**config.mk**
```make
export PLATFORM = sky130hd
export DESIGN_NAME = pasc_regs
export DESIGN_NICKNAME = d
export VERILOG_FILES = /design/src/inc/pasc_pkg.sv /design/src/verilog/pasc_regs.sv
export SDC_FILE = /design/constraint.sdc
export NUM_CORES = 1
export LEC_CHECK = 0
export BUFFER_PORTS_ARGS = -buffer_cell sky130_fd_sc_hd__buf_4
export CAP_MARGIN = 20
export CORE_MARGIN = 4
export CORE_UTILIZATION = 38
export CTS_CLUSTER_DIAMETER = 50
export CTS_CLUSTER_SIZE = 10
export DETAILED_ROUTE_END_ITERATION = 7
export GPL_ROUTABILITY_DRIVEN = 0
export PLACE_DENSITY = 0.76
export SLEW_MARGIN = 0
export SYNTH_ARGS = -nofsm -noshare
export SYNTH_HDL_FRONTEND = slang
export SYNTH_SLANG_ARGS = --single-unit
```
**constraint.sdc**
```tcl
create_clock -name sys_clk_in -period 4.7 [get_ports sys_clk_in]
set_input_delay 0.235 -clock sys_clk_in [delete_from_list [all_inputs] [get_ports sys_clk_in]]
set_output_delay 0.235 -clock sys_clk_in [all_outputs]
set_load 0.1 [all_outputs]
```
**src/inc/pasc_pkg.sv**
```systemverilog
// Package of the auto-negotiation and special control register bank.
// Assumes an APB slave with 32-bit data, one aligned word per register.
package pasc_pkg;

    // =====================================================================
    // Register indices and address width
    localparam logic [5:0] PARTNER_IDX   = 6'h05;
    localparam logic [5:0] EXPANSION_IDX = 6'h06;
    localparam logic [5:0] RSVD_LO_IDX   = 6'h08;
    localparam logic [5:0] RSVD_HI_IDX   = 6'h0f;
    localparam logic [5:0] STATUS_IDX    = 6'h10;
    localparam logic [5:0] SPECIAL_IDX   = 6'h11;
    localparam logic [5:0] RSVD18_IDX    = 6'h12;
    localparam int         ADDR_W        = 8;

    // =====================================================================
    // Field positions
    localparam int PA_NEXT_PAGE   = 15;
    localparam int PA_ACK         = 14;
    localparam int PA_FAULT       = 13;
    localparam int PA_TECH_LSB    = 5;
    localparam int EX_PD_FAULT    = 4;
    localparam int EX_LP_NP       = 3;
    localparam int EX_LOCAL_NP    = 2;
    localparam int EX_PAGE_RX     = 1;
    localparam int EX_LP_AN       = 0;
    localparam int ST_RPD_DIS     = 13;
    localparam int ST_IN_SYNC     = 11;
    localparam int ST_PD100       = 10;
    localparam int ST_PD10        = 9;
    localparam int ST_POLARITY    = 8;
    localparam int ST_ADDR_LSB    = 2;
    localparam int ST_SPEED       = 1;
    localparam int ST_DUPLEX      = 0;

    // =====================================================================
    // Reset values and masks
    localparam logic [15:0] STATUS_RW_MASK  = 16'hf000;
    localparam logic [15:0] STATUS_RW_RESET = 16'h2000;
    localparam logic [15:0] SPECIAL_RESET   = 16'h0000;
    localparam logic [1:0]  POWER_RESET     = 2'h3;
    localparam logic        LOCAL_NP_VALUE  = 1'h0;
    localparam logic [1:0]  STRAP_TAKE_CNT  = 2'h2;

endpackage : pasc_pkg

```
**src/verilog/pasc_regs.sv**
```systemverilog
// Register bank: partner ability, expansion, status and special control.
// Assumes an APB master on sys_clk_in; status and event inputs come from
// logic on the same clock; only the address strap is an outside pin.
//
// Chosen here: the APB register port.
`timescale 1ns/1ps
`default_nettype none

// Behaviour
// - Partner ability word mirrors partner page fields
// - Bit 14 shows partner advertisement received
// - Parallel fault latches high, clears on read
// - Page received latches high, clears on read
// - Bits 3, 0 show partner abilities
// - Local next-page bit reads zero
// - Registers 8 to 15 hold nothing
// - Register 18 reads all zero
// - Bit 13 disables automatic reduced power-down
// - Bit 11 shows 100M deserializer in sync
// - Bits 10, 9 show unit power-down
// - Bit 8 shows reversed 10M polarity
// - Bits 6:2 show strapped management address
// - Bits 1, 0 show speed and duplex
// - Bits 15, 14 bypass scrambler and coder
// - Bits 13, 12 force test patterns
// - Bits 11, 10 force link, symbol errors
// - Bits 9, 8 disable carrier, power-down
// - Bits 7, 6 loopback, tri-state driver
// - Bits 5, 4 force polarity, disable correction
// - Bits 3, 2 squelch test, extended squelch
// - Bits 1, 0 disable link check, jabber
module pasc_regs (
    // Clock and reset
    input  wire logic        sys_clk_in,
    input  wire logic        rst_in,
    // APB slave
    input  wire logic        psel_in,
    input  wire logic        penable_in,
    input  wire logic        pwrite_in,
    input  wire logic [7:0]  paddr_in,
    input  wire logic [31:0] pwdata_in,
    output logic      [31:0] prdata_out,
    output logic             pready_out,
    output logic             pslverr_out,
    // Partner page from the negotiation logic
    input  wire logic        lp_next_page_in,
    input  wire logic        lp_ack_in,
    input  wire logic        lp_remote_fault_in,
    input  wire logic [7:0]  lp_tech_in,
    input  wire logic [4:0]  lp_selector_in,
    input  wire logic        lp_np_able_in,
    input  wire logic        lp_an_able_in,
    // Negotiation events, one-cycle pulses
    input  wire logic        pd_fault_evt_in,
    input  wire logic        page_rx_evt_in,
    // Unit status
    input  wire logic        rx_in_sync_in,
    input  wire logic        pd100_in,
    input  wire logic        pd10_in,
    input  wire logic        polarity_rev_in,
    input  wire logic        speed_100_in,
    input  wire logic        full_duplex_in,
    // Address strap pins
    input  wire logic [4:0]  addr_strap_in,
    // Controls to the units
    output logic             rpd_disable_out,
    output logic             scrambler_bypass_out,
    output logic             coder_bypass_out,
    output logic             force_h_pattern_out,
    output logic             force_34_pattern_out,
    output logic             force_link_100_out,
    output logic             symbol_err_en_out,
    output logic             carrier_sense_dis_out,
    output logic             dyn_pd_dis_out,
    output logic             an_loopback_out,
    output logic             tx_tristate_out,
    output logic             force_pol_rev_out,
    output logic             auto_pol_dis_out,
    output logic             squelch_test_dis_out,
    output logic             ext_squelch_en_out,
    output logic             link_check_dis_out,
    output logic             jabber_dis_out
);

    // =====================================================================
    // State
    typedef struct packed {
        logic        pready;
        logic        pslverr;
        logic [31:0] prdata;
        logic        pd_fault;
        logic        page_rx;
        logic        pd_fault_seen;
        logic        page_rx_seen;
        logic [15:0] status_rw;
        logic [15:0] special;
        logic [1:0]  power;
        logic [4:0]  strap_s1;
        logic [4:0]  strap_s2;
        logic [4:0]  mgmt_addr;
        logic [1:0]  strap_cnt;
    } pasc_state_type;

    pasc_state_type st_q;
    pasc_state_type st_d;

    // =====================================================================
    // Decode
    logic [5:0]  idx;
    logic        setup;
    logic        done;
    logic        hit_partner;
    logic        hit_exp;
    logic        hit_status;
    logic        hit_special;
    logic        hit_zero;
    logic        mapped;
    logic [15:0] rd_word;
    logic [15:0] partner_word;
    logic [15:0] exp_word;
    logic [15:0] status_word;

    assign idx         = paddr_in[7:2];
    assign setup       = psel_in && !penable_in;
    assign done        = psel_in && penable_in && st_q.pready;
    assign hit_partner = (idx == pasc_pkg::PARTNER_IDX);
    assign hit_exp     = (idx == pasc_pkg::EXPANSION_IDX);
    assign hit_status  = (idx == pasc_pkg::STATUS_IDX);
    assign hit_special = (idx == pasc_pkg::SPECIAL_IDX);
    assign hit_zero    = (idx == pasc_pkg::RSVD18_IDX) ||
                         (idx >= pasc_pkg::RSVD_LO_IDX && idx <= pasc_pkg::RSVD_HI_IDX);
    assign mapped      = hit_partner || hit_exp || hit_status || hit_special || hit_zero;

    always_comb begin
        partner_word = {lp_next_page_in, lp_ack_in, lp_remote_fault_in,
                        lp_tech_in, lp_selector_in};
        exp_word = 16'h0000;
        exp_word[pasc_pkg::EX_PD_FAULT] = st_q.pd_fault;
        exp_word[pasc_pkg::EX_LP_NP]    = lp_np_able_in;
        exp_word[pasc_pkg::EX_LOCAL_NP] = pasc_pkg::LOCAL_NP_VALUE;
        exp_word[pasc_pkg::EX_PAGE_RX]  = st_q.page_rx;
        exp_word[pasc_pkg::EX_LP_AN]    = lp_an_able_in;
        status_word = st_q.status_rw & pasc_pkg::STATUS_RW_MASK;
        status_word[pasc_pkg::ST_IN_SYNC]  = rx_in_sync_in;
        status_word[pasc_pkg::ST_PD100]    = st_q.power[1];
        status_word[pasc_pkg::ST_PD10]     = st_q.power[0];
        status_word[pasc_pkg::ST_POLARITY] = polarity_rev_in;
        status_word[pasc_pkg::ST_ADDR_LSB +: 5] = st_q.mgmt_addr;
        status_word[pasc_pkg::ST_SPEED]    = speed_100_in;
        status_word[pasc_pkg::ST_DUPLEX]   = full_duplex_in;
        if (hit_partner) begin
            rd_word = partner_word;
        end else if (hit_exp) begin
            rd_word = exp_word;
        end else if (hit_status) begin
            rd_word = status_word;
        end else if (hit_special) begin
            rd_word = st_q.special;
        end else begin
            rd_word = 16'h0000;
        end
    end

    // =====================================================================
    // Next state
    always_comb begin
        st_d = st_q;
        // Answer one cycle after setup, so access phases have one wait-free edge
        st_d.pready  = setup;
        st_d.pslverr = setup && !mapped;
        if (setup) begin
            st_d.prdata = pwrite_in ? 32'h0000_0000 : {16'h0000, rd_word};
        end
        // Remember which latched bits this read returns
        if (setup && !pwrite_in && hit_exp) begin
            st_d.pd_fault_seen = st_q.pd_fault;
            st_d.page_rx_seen  = st_q.page_rx;
        end
        // Clear returned bits at completion; a new event wins
        if (done && !pwrite_in && hit_exp) begin
            st_d.pd_fault = st_q.pd_fault && !st_q.pd_fault_seen;
            st_d.page_rx  = st_q.page_rx && !st_q.page_rx_seen;
        end
        if (pd_fault_evt_in) begin
            st_d.pd_fault = 1'h1;
        end
        if (page_rx_evt_in) begin
            st_d.page_rx = 1'h1;
        end
        // Writes take effect at the completing edge
        if (done && pwrite_in && hit_status) begin
            st_d.status_rw = pwdata_in[15:0] & pasc_pkg::STATUS_RW_MASK;
        end
        if (done && pwrite_in && hit_special) begin
            st_d.special = pwdata_in[15:0];
        end
        st_d.power = {pd100_in, pd10_in};
        // Strap synchroniser and one capture after reset release
        st_d.strap_s1 = addr_strap_in;
        st_d.strap_s2 = st_q.strap_s1;
        if (st_q.strap_cnt != 2'h3) begin
            st_d.strap_cnt = st_q.strap_cnt + 2'h1;
        end
        if (st_q.strap_cnt == pasc_pkg::STRAP_TAKE_CNT) begin
            st_d.mgmt_addr = st_q.strap_s2;
        end
    end

    // =====================================================================
    // Registers
    always_ff @(posedge sys_clk_in) begin
        if (rst_in) begin
            st_q           <= '0;
            st_q.status_rw <= pasc_pkg::STATUS_RW_RESET;
            st_q.special   <= pasc_pkg::SPECIAL_RESET;
            st_q.power     <= pasc_pkg::POWER_RESET;
        end else begin
            st_q <= st_d;
        end
    end

    // =====================================================================
    // Outputs
    assign prdata_out            = st_q.prdata;
    assign pready_out            = st_q.pready;
    assign pslverr_out           = st_q.pslverr;
    assign rpd_disable_out       = st_q.status_rw[pasc_pkg::ST_RPD_DIS];
    assign scrambler_bypass_out  = st_q.special[15];
    assign coder_bypass_out      = st_q.special[14];
    assign force_h_pattern_out   = st_q.special[13];
    assign force_34_pattern_out  = st_q.special[12];
    assign force_link_100_out    = st_q.special[11];
    assign symbol_err_en_out     = st_q.special[10];
    assign carrier_sense_dis_out = st_q.special[9];
    assign dyn_pd_dis_out        = st_q.special[8];
    assign an_loopback_out       = st_q.special[7];
    assign tx_tristate_out       = st_q.special[6];
    assign force_pol_rev_out     = st_q.special[5];
    assign auto_pol_dis_out      = st_q.special[4];
    assign squelch_test_dis_out  = st_q.special[3];
    assign ext_squelch_en_out    = st_q.special[2];
    assign link_check_dis_out    = st_q.special[1];
    assign jabber_dis_out        = st_q.special[0];
endmodule : pasc_regs

`default_nettype wire

```
# --- Word level (Yosys, flattened, before mapping) ---
# Index checks and enable logic that the tools add are counted.
word_totals:
  register_bits: 77
  input_bits: 76
  output_inout_bits: 51
  wordCells: 58
op_classes:
  addsub: 1
  n_lt_le_gt_ge: 2
  eq_ne: 7
  muxes: 8
  n_reduce_logical: 26
ops:
  columns: ["op", "n"]
  rows:
  - ["$mux 16", 5]
  - ["$eq 6x5->1 const B", 3]
  - ["$logic_and 1x1->1", 14]
  - ["$eq 6x3->1 const B", 2]
  - ["$ge 6x4->1 const B", 1]
  - ["$le 6x4->1 const B", 1]
  - ["$logic_not 1->1", 5]
  - ["$logic_or 1x1->1", 5]
  - ["$reduce_bool 2->1", 2]
  - ["$add 2x1->2 const B", 1]
  - ["$eq 2x2->1 const B", 1]
  - ["$mux 1", 2]
  - ["$mux 2", 1]
  - ["$ne 2x2->1 const B", 1]

# --- Longest topological paths before layout ---
# Gate-level depths: netlist of the first run.
depth:
  word_depth: 7
  ltp_mapped: 7

# --- Worst setup path after synthesis of the first run ---
# No wires, ideal clock.
synth_path:
  path_type: "reg-to-reg"
  startpoint: "register st_q (netlist bit pready_out)"
  endpoint: "register st_q (netlist bit an_loopback_out)"
  arrival_ns: 2.214
  required_ns: 4.572
  setup_slack_ns: 2.359
  stages_incl_launch_ff: 6
  period_less_slack_ns: 2.341
  path_cell_list: "dfxtp_1 nand4_1 nor4_4 buf_8 mux2i_1 nor2_1"
synth_between:
  elab_chain_len: 3
synth_lines:
  columns: ["item", "line", "rtl"]
  rows:
  - ["from (decl)", "pasc_regs.sv:104", "pasc_state_type st_q;"]
  - ["from (signal assigned)", "pasc_regs.sv:218", "st_q <= st_d;"]
  - ["$logic_and 1x1->1", "pasc_regs.sv:125", "assign done = psel_in && penable_in && st_q.pready;"]
  - ["$logic_and 1x1->1 (2 in a row)", "pasc_regs.sv:194", "if (done && pwrite_in && hit_special) begin"]
# No other way between the ends.
# A chain may end at the register's enable or synchronous reset.

# --- Final worst setup path of the first run ---
layout_path:
  startpoint: "input paddr_in[7]"
  endpoint: "register st_q (netlist bit prdata_out[5])"
layout_between:
  elab_chain_len: 6
  word_cells_on_any_way: 9
  cone_classes: "eq/ne (4); mux (5)"
layout_lines:
  columns: ["item", "line", "rtl"]
  rows:
  - ["from (decl)", "pasc_regs.sv:40", "input wire logic [7:0] paddr_in,"]
  - ["$eq 6x5->1", "pasc_regs.sv:129", "assign hit_special = (idx == pasc_pkg::SPECIAL_IDX);"]
  - ["$mux 16", "pasc_regs.sv:157", "end else if (hit_special) begin"]
  - ["$mux 16", "pasc_regs.sv:155", "end else if (hit_status) begin"]
  - ["$mux 16", "pasc_regs.sv:153", "end else if (hit_exp) begin"]
  - ["$mux 16 *", "pasc_regs.sv:151", "if (hit_partner) begin"]
  - ["$mux 16 *", "pasc_regs.sv:172", "st_d.prdata = pwrite_in ? 32'h0000_0000 : {16'h0000, rd_word};"]
# Every way passes the cells marked *; elsewhere a longest branch is shown, timed or not.

==> results of run 1 <==
how the worst min path moves through the flow:
stage	cells after the start	end	from
after floorplan	1	st_q[17]$_SDFF_PP1_	pd10_in
after global placement	2	st_q[17]$_SDFF_PP1_	pd10_in
after detailed placement	1	st_q[11]$_SDFF_PP0_	st_d[11]$_SDFF_PP0_
after CTS	2	st_q[17]$_SDFF_PP1_	pd10_in
after global routing	2	st_q[17]$_SDFF_PP1_	pd10_in
final	2	st_q[17]$_SDFF_PP1_	pd10_in
flip-flops by register name (all words and copies together), names as in the netlist, 2 cells and up:
name	count
prdata_out	16
st_d	5
exp_word	2
st_q	19
logic make-up (layout without fill, tap and decap cells):
family,count (synthesis),after routing
XOR/XNOR,1,1
flip-flops,61,61
AO/OA/AOI/OAI,46,46
adder cells (fa/ha/maj),2,2
buffers and inverters,67,128
other,1,16
multiplexers,26,26
AND/OR/NAND/NOR,93,93
per-stage QoR:
| step | util (%) | total power, mW |
|---|---|---|
| 3_5_place_dp | 48.0 | 0.708 |
| 6_report | 50.9 | 1.16 |
| 4_1_cts | 50.9 | 1.17 |
| 5_1_grt | 50.9 | 1.21 |
| 3_3_place_gp | 48.0 | 0.703 |
| 2_1_floorplan | - | 0.665 |
cells in the final DEF, fill, tap and decap left out, types with 6 or more instances in the layout:
cell,instances
o221ai_1,11
clkbuf_8,10
nand2_1,17
nor2b_1,15
mux2i_1,26
conb_1,16
a21oi_1,6
dfxtp_1,61
a22oi_1,14
nor2_1,34
buf_4,94
inv_1,18
where the power goes:
group          internal [mW]  switching [mW]  leakage [nW]
Combinational         0.0523           0.107         0.883
Clock                  0.257           0.203        0.0943
Sequential             0.529         0.00684         0.496
per-layer routing:
layer / part of all wire (%) / routed length, um / global-route usage, %
met3: 8.2 / 523 / 5.79
met1: 42 / 2690 / 17.9
met4: 1.2 / 80 / 4.88
met5: 0 / 0 / 0
met2: 49 / 3120 / 23.6
area by class of cell:
cell class	instances	area, sq um	area share [%]
Clock buffer	10	138	3.89
Inverter	18	67.6	1.91
Clock inverter	6	62.6	1.77
Sequential cell	61	1220	34.5
Timing Repair Buffer	94	706	20.0
Multi-Input combinational cell	184	1220	34.5
Tap cell	96	120	3.40
Yosys cell counts (all sizes together), types with 3 or more instances:
cell type	number
nor2b	15
nand4b	3
a22oi	14
a21oi	6
clkbuf	13
nor2	34
inv	18
dfxtp	61
nand4	3
buf	36
nand2b	4
o221ai	11
mux2i	26
nand2	17
==> metrics, run 1 <==
setup repair after global routing missed its margin=false; worst-margin pin slew=around 1.1 ns; worst-case reg-to-reg path depth=5; XOR/XNOR Fraction of Synth Area=0.317%; number of I/O port buffers=92; crit path cell chain=buf_4 > or4b_4 > nor3_2 > a22oi_1 > o221ai_1; Top FF cell, synth=dfxtp_1; largest cells by area after synthesis=dfxtp_1 (44%), mux2i_1 (9.4%), buf_4 (8.7%); drt first-iter violations=between 80 and 90; number of antenna violations at the first check in global routing=0; count of pins over their slew limit=0; share of async-settable or async-resettable flops after synthesis=0%; average footprint of a synthesized cell=around 9.3 sq um; mapped cell area=~2800 sq um; ratio of final minimum period to clock period=roughly two fifths; post-DR vias/cell=4.75; post-detail-place hpwl=4710 um; CORE AREA=about 6900 sq um; logic depth of the worst setup path including buffers=5; overall via count from detail_route=around 2,200; maximum resistive drop on vdd=about 0.00027 V; post-CTS clock slew at the launch and capture registers of the worst setup and hold paths=0.07 ns; register-to-register setup slack=approximately 3.1 ns; launching element type of the critical path=input port; number of ports placed on the die boundary=between 100 and 150; largest area contributor in the synthesized netlist=dfxtp_1; Post-CTS Hold Buffers=0; Worst Clk Skew=0.0100 ns; number of global-route vias before repair=2,006; largest net degree at the start of global routing=between 40 and 50; Design Area, Final=~3500 sq um; sum of negative setup slack=0 ns; Final Net Count=around 450; Required @ worst endpoint=between 4 and 5 ns; number of warnings reported in the yosys synthesis log=0; post-detailed-route wirelength per cell=around 14 um; Gate Count Post-Synth=a little under 300; element type at the critical path end=flop; clock buffer count from CTS=9; Die Ht=between 90 and 100 um; CP arrival=between 2 and 2.5 ns; CP Class=in2reg; top fanout value on the critical path=14; grt ovf=0; die area=approximately 8700 sq um; layout cells sized above 1=about a third; postcts setup bufs=0; compound-gate portion of the synthesized area=~13%; worst-case hold slack=slightly above 0.08 ns; slowest stage cell, crit path=nor3_2; length of the first detailed-routing pass in iterations=4; total DRC errors in the routed layout=0; fill count=671; Starting Density=39.8%; worst-skew pair later-pin latency=~0.34 ns; post-place instance area=3330 sq um; diode count=0; gr usage total=between 10% and 20%; count of clock tree sinks=between 60 and 70; CTS HTree Levels=3; status=finished, final reports clean; number of register bits inferred by synthesis=61; total power density per cell area=~330 nW/um^2; worst setup path end=prdata_out[5]$_SDFFE_PP0P_; final worst-path setup slack=roughly 2.8 ns; dominant delay contributor by cell family on the critical path=simple AND/OR/NAND/NOR gates; Place WS=around 2.4 ns; launch point of the critical path=paddr_in[7]; critical register-to-register path startpoint=pready_out$_SDFF_PP0_; Inst Count DP=between 400 and 500; number of rows created at floorplan=30; adder and majority gate portion of the synthesized area=less than 1%; number of unique standard cell types used by synthesis=40; area growth from synthesis to layout=27.9%; Final Critical Period=around 1.9 ns; main combinational cell family by area after synthesis=simple AND/OR/NAND/NOR gates; total wirelength of the detailed-routed design=6410 um; number of buffers and inverters on the critical path=1; fmax=0.518 GHz; worst min path class=in2reg; wire length of the first global-routing pass=around 9800 um; mux cell area share after synthesis=under 10%; max_slew headroom=about 29%; Resized cells post-CTS=0; number of enable flip-flop cells after synthesis=0; reported leakage power=approximately 1.5 nW; clock buffer depth=2; Finished Layout Cells=approximately 470; clock tree from TritonCTS=done; max-cap check violation count=0; Die Width=~93 um; delay contributed by the slowest stage of the critical path=0.79 ns; Seq/Total Area, Yosys=about 44%; final setup violation count=0; destination of the worst register-to-register timing path=force_h_pattern_out$_SDFFE_PP0P_; number of hold-slack violations in the final timing report=0; clock tree root driver cell=clkbuf_8; number of nets with antenna violations after detailed routing=0; area fraction in and, or, nand and nor cells after synthesis=about 18%; Yosys top cell area share=between 40% and 50%
No activity file was read; power rests on OpenSTA's default activity.
==> run 2, diff against run 1 <==
==> constraint.sdc (replaced) <==
create_clock -name sys_clk_in -period 1.9 [get_ports sys_clk_in]
set_input_delay 0.095 -clock sys_clk_in [delete_from_list [all_inputs] [get_ports sys_clk_in]]
set_output_delay 0.095 -clock sys_clk_in [all_outputs]
set_load 0.1 [all_outputs]
==> run 2 against run 1 <==
Flip-flop and latch count did not move. Clock skew fell by 0.0012 ns. Global-route usage rose by 2.0 points. Cell count rose by 7.0%. Sequential share of layout area fell by 3.1 points. Worst hold slack got worse by 0.061 ns. Register-to-register slack got worse by 2.8 ns. Critical path type unchanged. Critical endpoint is now prdata_out[8]$_SDFFE_PP0P_.
==> metrics, run 2 (same netlist as run 1, synthesis figures left out) <==
overall via count from detail_route=2,373 (was 2,226); total wirelength of the detailed-routed design=7190 um (was 6410 um); grt ovf=0 (unchanged); number of antenna violations at the first check in global routing=0 (unchanged); footprint of the multi-input gates=1220 sq um (unchanged); clock tree root driver cell=clkbuf_8 (unchanged); worst-skew pair later-pin latency=0.33 ns (was 0.34 ns); internal power consumption=2.22 mW (was 0.838 mW); uppermost layer routed=met4 (unchanged); status=finished, final reports clean (unchanged); Starting Density=39.8% (unchanged); area growth from synthesis to layout=40.8% (was 27.9%); clock network fraction of design power=41.8% (was 39.8%); most numerous cell on the critical path=buf_4; number of buffers and inverters on the critical path=3 (was 1); fill count=636 (was 671); clock tree from TritonCTS=done (unchanged); clock buffer count from CTS=9 (unchanged); Final Critical Period=about 1.7 ns; post-DR vias/cell=4.73 (was 4.75); number of hold-slack violations in the final timing report=0 (unchanged); count of pins over their slew limit=0 (unchanged); post-detailed-route wirelength per cell=14.3 um (was 13.7 um); fmax=0.584 GHz; Finished Layout Cells=502 (was 469); Final Net Count=479 (was 446); wire length of the first global-routing pass=11,300 um (was 9810 um); Worst Clk Skew=0.00888 ns (was 0.0100 ns); crit path cell chain=dlygate4sd3_1 > buf_4 > or4b_2 > nand2b_1 > buf_4 > o221ai_1 (was buf_4 > or4b_4 > nor3_2 > a22oi_1 > o221ai_1); Required @ worst endpoint=2.15 ns (was 4.95 ns); layout cells sized above 1=31.8% (was 31.9%); Die Ht=93.3 um (unchanged); power spent charging and discharging nets=0.824 mW (was 0.317 mW); largest net degree at the start of global routing=41 (was 48); total DRC errors in the routed layout=0 (unchanged); launching element type of the critical path=input port (unchanged); die area=8700 sq um (unchanged); post-CTS clock slew at the launch and capture registers of the worst setup and hold paths=0.07 ns (about the same); commonest non-fill, non-tap cell in the layout=buf_4 (unchanged); number of ports placed on the die boundary=127 (unchanged); setup repair after global routing missed its margin=false (unchanged); ratio of final minimum period to clock period=about nine tenths; CP Class=in2reg (unchanged); CP arrival=1.96 ns (was 2.19 ns); sequential cell area=1220 sq um (about the same); CORE AREA=6940 sq um (unchanged); length of the first detailed-routing pass in iterations=6 (was 4); count of clock tree sinks=61 (unchanged); Resized cells post-CTS=0 (unchanged); number of nets with antenna violations after detailed routing=0 (unchanged); worst-margin pin slew=0.519 ns (was 1.05 ns); max-cap check violation count=0 (unchanged); Largest register FFs=19 (unchanged); clock buffer depth=2 (unchanged); Met2 Wirelength=3950 um (was 3120 um); number of global-route vias before repair=2,418 (was 2,006); maximum resistive drop on vdd=0.000397 V (was 0.000271 V); share of total power in sequential cells=43.5% (was 46.4%); worst min path class=in2reg (unchanged); critical register-to-register path startpoint=pready_out$_SDFF_PP0_ (unchanged); number of rows created at floorplan=30 (unchanged); slowest stage cell, crit path=or4b_2 (was nor3_2); final setup violation count=0 (unchanged); total power density per cell area=782 nW/um^2 (was 327 nW/um^2); postcts setup bufs=0 (unchanged); met3 WL=311 um (was 523 um); wire length on met1=2830 um (was 2690 um); Inst Count DP=461 (was 453); element type at the critical path end=flop (unchanged); reported leakage power=1.64 nW (was 1.47 nW); delay contributed by the slowest stage of the critical path=0.62 ns (was 0.79 ns); top library cells by usage in the layout, fill and taps aside=buf_4 (101), dfxtp_1 (60), nor2_1 (34) (was buf_4 (94), dfxtp_1 (61), nor2_1 (34)); dominant delay contributor by cell family on the critical path=buffers and inverters (was simple AND/OR/NAND/NOR gates); Post-CTS Hold Buffers=24 (was 0); post-detail-place hpwl=5100 um (was 4710 um); CTS HTree Levels=3 (unchanged); sum of negative setup slack=0 ns (unchanged); number of I/O port buffers=92 (unchanged); gr usage total=16.7% (was 14.7%); top fanout value on the critical path=11 (was 14); Hold Startpoint=pwdata_in[14] (was pd10_in); max_slew headroom=65.3% (was 29.5%); diode count=0 (unchanged); drt first-iter violations=82 (was 83); launch point of the critical path=rst_in (was paddr_in[7]); switching share of total power=27.1% (was 27.4%); most flop-heavy register=st_q (unchanged); Die Width=93.3 um (unchanged); Logic pwr share=14.7% (was 13.8%)
run 2: cell types whose count changed in the layout (fill, tap and decap cells not counted), moves of 2 or more:
cell / change
buf_12: +2
dlygate4sd3_1: +24
buf_4: +7
clkinvlp_4: -2
run 2: metrics by stage:
step	util, %	power, mW	setup slack (ns)	hold slack (ns)	cell area [sq um]
6_report	56.0	3.04	0.189	0.0214	3890
5_1_grt	56.0	3.17	0.149	0.0274	3890
4_1_cts	55.9	3.07	0.193	0.00804	3880
3_5_place_dp	49.3	1.75	0.212	0.284	3420
3_3_place_gp	49.3	1.74	0.235	0.281	3420
2_1_floorplan	-	1.65	0.0197	0.199	2820
run 2: path summary, 6_finish.rpt:
| kind | slack (ns) | cells after the start | endpoint |
|---|---|---|---|
| worst max-delay path | 0.19 | 6 | prdata_out[8]$_SDFFE_PP0P_ |
| worst min-delay path | 0.02 | 3 | st_q[49]$_SDFFE_PP0P_ |
| worst max register to register | 0.32 | 5 | carrier_sense_dis_out$_SDFFE_PP0P_ |
| worst min register to register | 0.44 | 1 | st_q[10]$_SDFF_PP0_ |
run 2: power by group through the flow:
stage	clock, mW	combinational (mW)	sequential, mW
after floorplan	0	0.283	1.36
after global placement	0	0.393	1.35
after detailed placement	0	0.402	1.35
after CTS	1.30	0.443	1.32
after global routing	1.37	0.475	1.33
final	1.27	0.446	1.32
run 2: final cells by class:
class / instances / share of cell area [%]
timing repair buffer: 127 / 26.7
inverter: 18 / 1.74
tap: 96 / 3.09
clock inverter: 7 / 2.48
multi-input combinational: 184 / 31.4
sequential: 61 / 31.5
clock buffer: 9 / 3.18
run 2: routing by layer:
layer / vias to the layer above / track usage, %
met5: - / 0
met4: 0 / 5.74
met2: 58 / 30.7
met3: 7 / 4.83
met1: 1120 / 18.0
li1: 1188 / -
run 2: worst register-to-register path, cell delays in order, from the launching register on:
cell     delay [ns]
dfxtp_4        0.35
nand4_1        0.24
nor4_4         0.37
buf_12         0.21
mux2i_1        0.24
nor2_1         0.06
